**src/dcf_pkg.sv**
```systemverilog
// Shared constants and carrier types for the dual-clock word buffer
package dcf_pkg;

  // Buffer geometry
  localparam int DEPTH = 64;
  localparam int WIDTH = 18;
  localparam int PTR_W = 7;
  localparam int OFS_W = 5;

  // Flag thresholds
  localparam logic [PTR_W-1:0] FULL_COUNT = 7'h40;
  localparam logic [PTR_W-1:0] HALF_COUNT = 7'h20;

  // Offset default when programming is skipped
  localparam logic [OFS_W-1:0] OFS_DEFAULT = 5'h08;

  // Pointer reset value
  localparam logic [PTR_W-1:0] PTR_RESET = 7'h00;

  // Register byte addresses
  localparam logic [7:0] ADDR_STATUS = 8'h00;
  localparam logic [7:0] ADDR_OFFSET = 8'h04;
  localparam logic [7:0] ADDR_CTRL = 8'h08;

  // Field positions
  localparam int ST_COUNT_LSB = 0;
  localparam int ST_FULL_N = 8;
  localparam int ST_EMPTY_N = 9;
  localparam int ST_HALF = 10;
  localparam int ST_ALMOST = 11;
  localparam int ST_WRITTEN = 12;
  localparam int OFS_EMPTY_LSB = 0;
  localparam int OFS_FULL_LSB = 8;
  localparam int CTRL_FLUSH = 0;

  // Flag group as seen on the pins
  typedef struct packed {
    logic full_n;
    logic empty_n;
    logic half;
    logic almost;
  } dcf_flags_t;

  // Flag values held during and just after reset
  localparam dcf_flags_t FLAGS_RESET = '{full_n: 1'b1, empty_n: 1'b0,
                                         half: 1'b0, almost: 1'b1};

  // APB answer group
  typedef struct packed {
    logic pready;
    logic pslverr;
    logic [31:0] prdata;
  } dcf_apb_resp_t;

  // Whole control state of the buffer
  typedef struct packed {
    logic [2:0] ld_sync;
    logic [2:0] ul_sync;
    logic [1:0] pen_sync;
    logic [1:0] dis_sync;
    logic [WIDTH-1:0] d_s1;
    logic [WIDTH-1:0] d_s2;
    logic [PTR_W-1:0] wp;
    logic [PTR_W-1:0] rp;
    logic [OFS_W-1:0] ofs_empty;
    logic [OFS_W-1:0] ofs_full;
    logic written;
    logic prog_cnt;
    dcf_flags_t flags;
    logic rd_oe_n;
    dcf_apb_resp_t apb;
  } dcf_state_t;

endpackage

```
**src/dcf_fifo.sv**
```systemverilog
// Dual-clock 64x18 word buffer with programmable almost flag
`timescale 1ns/10ps

// Behaviour
// Store 64 words of 18 bits, in order
// Load edge writes only while not full
// Unload edge advances only while not empty
// Full at 64 words; loads then ignored
// Full flag low when full
// Empty flag low when empty
// Half flag high at 32 or more
// Almost flag from empty and full offsets
// Reset clears pointers and sets flags
// Almost flag high after reset
// Reset leaves read data undefined
// System resets the buffer after power-up
// First word appears without an unload
// Read data non-inverted, floats when disabled
// Offsets programmable only before first write
// Writer lowers program enable while clock low
// First program edge sets both offsets
// Second program edge sets full offset
// Program edges write no word
// Offsets are unsigned five-bit values
// Default offsets of eight each
// Clock-domain crossings are synchronised safely
module dcf_fifo (
  input wire logic mclk,
  input wire logic rst_n,
  input wire logic load_clock,
  input wire logic unload_clock,
  input wire logic offset_program_enable_n,
  input wire logic output_disable,
  input wire logic [dcf_pkg::WIDTH-1:0] write_data,
  output logic [dcf_pkg::WIDTH-1:0] read_data,
  output logic read_data_oe_n,
  output logic full_n,
  output logic empty_n,
  output logic half_full_flag,
  output logic almost_flag,
  input wire logic psel,
  input wire logic penable,
  input wire logic pwrite,
  input wire logic [7:0] paddr,
  input wire logic [31:0] pwdata,
  output logic [31:0] prdata,
  output logic pready,
  output logic pslverr
);

  // Registered state and its next value
  dcf_pkg::dcf_state_t s;
  dcf_pkg::dcf_state_t next_s;

  // Word storage, never reset
  logic [dcf_pkg::WIDTH-1:0] mem [dcf_pkg::DEPTH];

  // Read data register, left unreset on purpose
  logic [dcf_pkg::WIDTH-1:0] rdata;
  logic [dcf_pkg::WIDTH-1:0] next_rdata;

  // Decoded events of this cycle
  logic ld_rise;
  logic ul_rise;
  logic pen_low;
  logic prog_edge;
  logic wr_en;
  logic rd_en;
  logic flush;
  logic apb_done;
  logic [dcf_pkg::PTR_W-1:0] count;

  // Word count between two pointers
  function automatic logic [dcf_pkg::PTR_W-1:0] fill(
    input logic [dcf_pkg::PTR_W-1:0] wp,
    input logic [dcf_pkg::PTR_W-1:0] rp
  );
    fill = dcf_pkg::PTR_W'(wp - rp);
  endfunction

  // Flag values for a given count and offsets
  function automatic dcf_pkg::dcf_flags_t flags_of(
    input logic [dcf_pkg::PTR_W-1:0] cnt,
    input logic [dcf_pkg::OFS_W-1:0] ofs_e,
    input logic [dcf_pkg::OFS_W-1:0] ofs_f
  );
    logic [dcf_pkg::PTR_W-1:0] hi;
    hi = dcf_pkg::PTR_W'(dcf_pkg::FULL_COUNT - {2'b00, ofs_f});
    flags_of.full_n = (cnt != dcf_pkg::FULL_COUNT);
    flags_of.empty_n = (cnt != dcf_pkg::PTR_RESET);
    flags_of.half = (cnt >= dcf_pkg::HALF_COUNT);
    flags_of.almost = (cnt <= {2'b00, ofs_e}) || (cnt >= hi);
  endfunction

  // Event decode from the synchronised pins and the APB bus
  always_comb begin
    // Edges seen on the second stage against a third copy
    ld_rise = s.ld_sync[1] & ~s.ld_sync[2];
    ul_rise = s.ul_sync[1] & ~s.ul_sync[2];
    pen_low = ~s.pen_sync[1];
    count = fill(s.wp, s.rp);
    // Programming window closes at first write
    prog_edge = ld_rise & pen_low & ~s.written;
    // Load writes only while not full
    // Program edges never write
    wr_en = ld_rise & ~prog_edge & (count != dcf_pkg::FULL_COUNT);
    // Unload moves only while not empty
    rd_en = ul_rise & (count != dcf_pkg::PTR_RESET);
    // Access phase of an APB transfer, read or write, completes here
    apb_done = psel & penable & s.apb.pready;
    flush = apb_done & pwrite & (paddr == dcf_pkg::ADDR_CTRL)
            & pwdata[dcf_pkg::CTRL_FLUSH];
  end

  // Next-state logic for the whole buffer
  always_comb begin
    next_s = s;
    // Two flops before any logic looks at a pin outside the APB bus
    next_s.ld_sync = {s.ld_sync[1:0], load_clock};
    next_s.ul_sync = {s.ul_sync[1:0], unload_clock};
    next_s.pen_sync = {s.pen_sync[0], offset_program_enable_n};
    next_s.dis_sync = {s.dis_sync[0], output_disable};
    // Data travels with the same latency as the load edge
    next_s.d_s1 = write_data;
    next_s.d_s2 = s.d_s1;

    // First program edge loads both offsets
    // A further edge reloads only the full offset
    // Five-bit unsigned value from bits 4..0
    if (prog_edge) begin
      next_s.ofs_full = s.d_s2[dcf_pkg::OFS_W-1:0];
      if (!s.prog_cnt) begin
        next_s.ofs_empty = s.d_s2[dcf_pkg::OFS_W-1:0];
      end
      next_s.prog_cnt = 1'b1;
    end else if (!pen_low) begin
      // Releasing program enable restarts the two-edge sequence
      next_s.prog_cnt = 1'b0;
    end

    // Pointers walk the storage in order
    if (wr_en) begin
      next_s.wp = dcf_pkg::PTR_W'(s.wp + 7'h01);
      next_s.written = 1'b1;
    end
    if (rd_en) begin
      next_s.rp = dcf_pkg::PTR_W'(s.rp + 7'h01);
    end

    // Software flush acts like a reset of pointers and offsets
    if (flush) begin
      next_s.wp = dcf_pkg::PTR_RESET;
      next_s.rp = dcf_pkg::PTR_RESET;
      next_s.written = 1'b0;
      next_s.prog_cnt = 1'b0;
      next_s.ofs_empty = dcf_pkg::OFS_DEFAULT;
      next_s.ofs_full = dcf_pkg::OFS_DEFAULT;
    end

    // Flags follow the new count
    next_s.flags = flags_of(fill(next_s.wp, next_s.rp),
                            next_s.ofs_empty, next_s.ofs_full);

    // Output enable low while driving read data
    next_s.rd_oe_n = s.dis_sync[1];

    // APB answer one cycle after setup, no wait states beyond
    next_s.apb.pready = psel & ~penable & ~s.apb.pready;
    next_s.apb.pslverr = 1'b0;
    next_s.apb.prdata = 32'h0000_0000;
    if (psel & ~penable & ~s.apb.pready) begin
      case (paddr)
        dcf_pkg::ADDR_STATUS: begin
          next_s.apb.prdata[dcf_pkg::ST_COUNT_LSB +: dcf_pkg::PTR_W] =
            count;
          next_s.apb.prdata[dcf_pkg::ST_FULL_N] = s.flags.full_n;
          next_s.apb.prdata[dcf_pkg::ST_EMPTY_N] = s.flags.empty_n;
          next_s.apb.prdata[dcf_pkg::ST_HALF] = s.flags.half;
          next_s.apb.prdata[dcf_pkg::ST_ALMOST] = s.flags.almost;
          next_s.apb.prdata[dcf_pkg::ST_WRITTEN] = s.written;
        end
        dcf_pkg::ADDR_OFFSET: begin
          next_s.apb.prdata[dcf_pkg::OFS_EMPTY_LSB +: dcf_pkg::OFS_W] =
            s.ofs_empty;
          next_s.apb.prdata[dcf_pkg::OFS_FULL_LSB +: dcf_pkg::OFS_W] =
            s.ofs_full;
        end
        dcf_pkg::ADDR_CTRL: begin
          // Flush bit is a strobe and reads back as zero
          next_s.apb.prdata = 32'h0000_0000;
        end
        default: begin
          // Unmapped address answers with an error
          next_s.apb.pslverr = 1'b1;
        end
      endcase
    end
  end

  // Read data bypasses a write landing on the read slot
  always_comb begin
    if (wr_en && (s.wp[5:0] == next_s.rp[5:0])) begin
      next_rdata = s.d_s2;
    end else begin
      next_rdata = mem[next_s.rp[5:0]];
    end
  end

  // State register
  // Reset values of pointers, flags, offsets
  always_ff @(posedge mclk or negedge rst_n) begin
    if (!rst_n) begin
      s <= '0;
      s.wp <= dcf_pkg::PTR_RESET;
      s.rp <= dcf_pkg::PTR_RESET;
      s.ofs_empty <= dcf_pkg::OFS_DEFAULT;
      s.ofs_full <= dcf_pkg::OFS_DEFAULT;
      s.flags <= dcf_pkg::FLAGS_RESET;
      s.rd_oe_n <= 1'b1;
      s.ld_sync <= 3'h7;
      s.pen_sync <= 2'h3;
      s.dis_sync <= 2'h3;
    end else begin
      s <= next_s;
    end
  end

  // Storage and read data, no reset
  // Read data keeps whatever the storage holds
  always_ff @(posedge mclk) begin
    if (wr_en) begin
      mem[s.wp[5:0]] <= s.d_s2;
    end
    rdata <= next_rdata;
  end

  // Outputs straight from flops
  assign read_data = rdata;
  assign read_data_oe_n = s.rd_oe_n;
  assign full_n = s.flags.full_n;
  assign empty_n = s.flags.empty_n;
  assign half_full_flag = s.flags.half;
  assign almost_flag = s.flags.almost;
  assign prdata = s.apb.prdata;
  assign pready = s.apb.pready;
  assign pslverr = s.apb.pslverr;
endmodule

```
**config.mk**
```make
export PLATFORM = sky130hd
export DESIGN_NAME = dcf_fifo
export DESIGN_NICKNAME = d
export VERILOG_FILES = /design/src/dcf_pkg.sv /design/src/dcf_fifo.sv
export SDC_FILE = /design/constraint.sdc
export NUM_CORES = 1
export LEC_CHECK = 0
export BUFFER_PORTS_ARGS = -buffer_cell sky130_fd_sc_hd__buf_4
export CAP_MARGIN = 25
export CORE_UTILIZATION = 60
export DETAILED_ROUTE_END_ITERATION = 16
export GPL_TIMING_DRIVEN = 0
export PLACE_DENSITY = 0.77
export REMOVE_ABC_BUFFERS = 1
export SYNTH_ARGS = -nofsm -noshare
export SYNTH_HDL_FRONTEND = slang
export SYNTH_SLANG_ARGS = --single-unit
```
**constraint.sdc**
```tcl
create_clock -name mclk -period 6.2 [get_ports mclk]
set_clock_uncertainty 0.15 [all_clocks]
set_input_delay 0.31 -clock mclk [delete_from_list [all_inputs] [get_ports mclk]]
set_output_delay 0.31 -clock mclk [all_outputs]
set_load 0.1 [all_outputs]
```
Word level (Yosys, flattened, before mapping). Memory sizes are Yosys's and may differ from the RTL's. A register that Yosys moved wholly into a read port is not among the register bits. Index checks and enable logic that the tools add are counted.

Register bits after elaboration: 111. Latch bits: 0. Bits in writable memories: 1152. ROM bits: 0. Bits of input ports: 67. Output and inout bits: 57. Logic and storage cells: 76. Memories: 1.

Memory list: mem (words 64, width 18, read ports 1, clocked after Yosys merged registers in 1, wr ports 1, line dcf_fifo.sv:56) `logic [dcf_pkg::WIDTH-1:0] mem [dcf_pkg::DEPTH];`.

Add/sub/neg operators: 5. Multiply operators: 0. Div/mod/pow operators: 0. Magnitude comparators: 3. Equality and inequality tests: 4. Shift operators: 0. Mux-type cells: 15. Bitwise gates (word level): 21. Reductions and logical operators: 7.

Operators by type and width (number): 2-to-1 mux 33 bit (1); 2-to-1 mux 26 bit (1); case mux 5 bit (2 select lines) (2); adder 7 x 1 -> 7 bit (second input constant) (2); bitwise AND 1 bit (14); 2-to-1 mux 7 bit (2); inequality test 7 bit (second input constant) (2); nonzero test 7 bit (2); subtractor 7 bit (2); 2-to-1 mux 10 bit (1); == test 8 x 3 -> 1 bit (second input constant) (1); == test 8 x 4 -> 1 bit (second input constant) (1); zero test 8 bit (1); >= comparator 7 x 6 -> 1 bit (second input constant) (1); >= comparator 7 bit (1); less-or-equal comparator 7 x 5 -> 1 bit (1); inverter 1 bit (7); subtractor 7 x 5 -> 7 bit (first input constant) (1); 2-to-1 mux 1 bit (6); 2-to-1 mux 5 bit (1); nonzero test 3 bit (1); OR reduction 3 bit (1); 2-to-1 mux 2 bit (1); nonzero test 2 bit (1); logical OR 1 bit (1).

Logic depth before layout (Yosys ltp).
Depth after elaboration: 12. Depth in mapped cells: 26.

Worst setup path after synthesis. No wires, ideal clock.

Path type: register -> register. Start point: register s[58] in the netlist's numbering. End point: register s, in the netlist almost_flag. Setup time: 0.082 ns. Arrival time: 4.540 ns. Path slack: 1.428 ns. Stages on the path, launching flop included: 24. Period minus slack after synthesis: 4.772 ns. Cells stage by stage: dfrtp_1 -> inv_1 -> ha_1 -> fa_1 -> nand2b_1 -> a21oi_2 -> xnor2_1 -> nor4b_4 -> nand2_1 -> nand2_1 -> xnor2_1 -> or2_1 -> ha_1 -> fa_1 -> inv_1 -> ha_1 -> nor2b_1 -> o21a_1 -> o21a_1 -> o21ai_0 -> nor3b_1 -> a211o_1 -> a21boi_1 -> a22oi_1.

RTL lines: start: declaration (line dcf_fifo.sv:52) `dcf_pkg::dcf_state_t s;`; start signal: assignment (line dcf_fifo.sv:224) `s <= next_s;`.

==> results.json <==
{
  "achievable-frequency_mhz": 170.3,
  "drc": 0,
  "yosys_warnings": 0,
  "gr-usage-all-layers": 0.3050,
  "min_path_type": "in2reg",
  "nFillCells": 4445,
  "drive_gt1_frac": 0.3472,
  "min-delay-start": "pwrite",
  "synth_seq_cells": 1249,
  "grt_pass1_wl_mm": 174.3,
  "crit_fanout": 9,
  "pwr_density_cell_mw_per_mm2": 470.3,
  "first_pass_iters": 5,
  "synth.distinct_cells": 62,
  "nNetsFinal": 2422,
  "crit_type": "reg2reg",
  "cts-root-buf": "clkbuf_16",
  "yosys.area.top_type_share": 0.7156,
  "drt_iter0_drc": 3030,
  "yosysSeqAreaShare": 0.7655,
  "finish.utilization": 0.7052,
  "vias": 23360,
  "avgSynthCellArea_sq_um": 22.94,
  "final_common_cell": "edfxtp_1",
  "die_w_microns": 285.8,
  "cap_viol_max_count": 0,
  "syn_inst": 2107,
  "r2r-start": "s[58]",
  "setup_viol": 0,
  "synth_compound_area_frac": 0.008878,
  "synth_top_family_by_area": "multiplexers",
  "core_sq_mm": 0.07939,
  "worstSkewPairLatency_ps": 680,
  "muxShareOfSynthArea": 0.1776,
  "cts-htree-levels": 3,
  "final_cell_mix": "edfxtp_1 (1152), mux4_2 (378), clkbuf_16 (120)",
  "postCtsSetupBuffers": 0,
  "port_buffers": 72,
  "antenna_found_initial": 6,
  "viasPerCell": 6.715,
  "cp.arrival_ps": 6300,
  "hold_viol": 0,
  "crit_start": "s[58]",
  "holdWs_ps": 93.99,
  "routed_wl_mm": 120.3,
  "crit_required_ps": 6630,
  "synthFlopType": "edfxtp_1",
  "layout_min_cycle_time_ps": 5872,
  "cts_tree": "yes",
  "synthXorXnorAreaFrac": 0.005539,
  "gr-total-overflow": 0,
  "num_rows": 103,
  "synth_area_leaders": "edfxtp_1 (72%), mux4_2 (18%), dfrtp_1 (4.1%), nor2_1 (0.76%), dfstp_2 (0.65%)",
  "cts.reportedPaths.clkPinSlew_ps": 70,
  "ios": 124,
  "synth_fa_ha_area_frac": 0.007299,
  "outcome": "complete, no violations",
  "die-area_sq_mm": 0.08171,
  "synthSimpleGateAreaFrac": 0.02060,
  "place_hpwl_mm": 71.21,
  "fp.dieH_microns": 285.8,
  "wl_per_cell_microns": 34.58,
  "final.period_utilization": 0.9471,
  "ant_nets": 0,
  "finalMaxSlewViolations": 0,
  "worstMarginPinSlew_ps": 1066,
  "clock_sinks": 1249,
  "syn-cell-area_sq_mm": 0.04834,
  "setup.worst_path.start_class": "register",
  "rsz0062_at_grt": "no",
  "crit_path_end_kind": "register",
  "clockBufferDepth": 3,
  "synth_area_leader_cell": "edfxtp_1",
  "synth_edf_count": 1152,
  "gp_congestion": 0.8858,
  "start_util": 0.6089,
  "grt_max_degree": 69,
  "ir_worst_vdd_uv": 1330,
  "syn2layout_area_growth_pct": 15.80,
  "synthArstFlopShare": 0.07286,
  "p_leak_uw": 0.01814,
  "cts_inserted_buffers": 118,
  "grt_pass1_vias": 24970,
  "max-slew-margin-rel": 0.2882
}
## registers in the layout (all words and copies together) (netlist names), named ones only
name / flops
almost_flag: 1
empty_n: 1
full_n: 1
half_full_flag: 1
mem: 1152
next_s: 25
prdata: 12
pready: 1
pslverr: 1
read_data_oe_n: 1
s: 47
## final timing paths
check | endpoint | slack (ps) | cells after the start
worst min-delay path | s[45] | 90 | 5
worst max register to register | almost_flag | 330 | 22
min in group asynchronous | next_s[102] | 570 | 3
worst min register to register | s[65] | 200 | 0
max in group asynchronous | s[67] | 4030 | 4
worst max-delay path | almost_flag | 330 | 22
## through the flow
stage / std cells / setup TNS, ps / power (uW) / cell area, sq um / worst slack [ps]
floorplan: 1998 / -141640 / 16710 / 47810 / -7869
global placement: 3120 / -235060 / 17670 / 49670 / -13030
detailed placement: 3220 / 0 / 19160 / 51800 / 46.00
CTS: 3474 / 0 / 26310 / 55880 / 190.2
global route: 3478 / 0 / 27100 / 55980 / 77.32
finish: 3479 / 0 / 26330 / 55980 / 328.3
## area by class of cell
| cell class | count | area [sq um] | area share |
|---|---|---|---|
| repair buffers | 210 | 2878 | 0.05141 |
| well taps | 1050 | 1314 | 0.02347 |
| multi-input cells | 722 | 10900 | 0.1947 |
| clock buffers | 148 | 3158 | 0.05641 |
| inverters | 27 | 101.3 | 0.001810 |
| clock inverters | 72 | 584.3 | 0.01044 |
| flip-flops and latches | 1249 | 37040 | 0.6617 |
| diodes | 1 | 2.502 | 0.00004470 |
## cells in the mapped netlist (3+ instances only)
cell type	number
o21ai_0	8
or3_1	4
xor2_1	9
dfstp_2	12
nor4_1	4
o21a_1	3
mux2i_1	7
a21oi_1	14
ha_1	25
and2_1	3
buf_1	32
nand3_1	11
inv_1	24
nand2_1	28
inv_2	3
xnor2_1	16
nor3b_1	4
dfxtp_1	6
a21o_1	7
or2_1	7
edfxtp_1	1152
clkbuf_1	63
dfrtp_1	79
nor2b_1	4
a22o_1	8
nand2b_1	10
mux4_2	378
nand4_1	6
nor2_1	98
buf_4	32
nand3b_1	4
or2_2	5
## power breakdown
group,total (uW),switching (uW),leakage [uW],internal [uW]
Combinational,9380,5520,0.00487,3860
Sequential,9880,429,0.0114,9450
Clock,7080,3080,0.00183,4000
## per-layer routing
layer	GRT usage	part of all wire	up-vias
li1	-	-	9244
met1	0.3872	0.34	12250
met2	0.5113	0.51	1536
met4	0.1306	0.044	10
met5	0	0.00052	-
met3	0.06954	0.11	324
## cell families after synthesis
kind of cell             Yosys count
multiplexers                     385
adder cells (fa/ha/maj)           27
XOR/XNOR                          28
flip-flops                      1249
buffers and inverters            155
AND/OR/NAND/NOR                  203
AO/OA/AOI/OAI                     59
other                              1
## critical path, cell delays in order, from the launching register on
cell and delay [ps]:
dfrtp_1 530, inv_1 240, ha_1 260, fa_1 400, nand2b_1 200, a211oi_1 370, o41ai_1 130, or2_1 260
nand2_1 70, nand2_1 140, nor2_2 340, nand3_4 300, xor2_1 250, nor2_1 160, ha_1 300, xor2_2 300
ha_1 300, o21a_1 110, o21ai_0 250, nor3b_1 270, a211o_1 140, a21boi_1 60, a22oi_1 230
## timing repair
item                                    CTS  global route
hold buffers                             34             0
pin swaps                                 0             0
hold endpoints to repair                122             0
resized for setup                         1             3
endpoints found under the setup margin    1             1
Note: power is estimated with default switching activity, not from simulation.
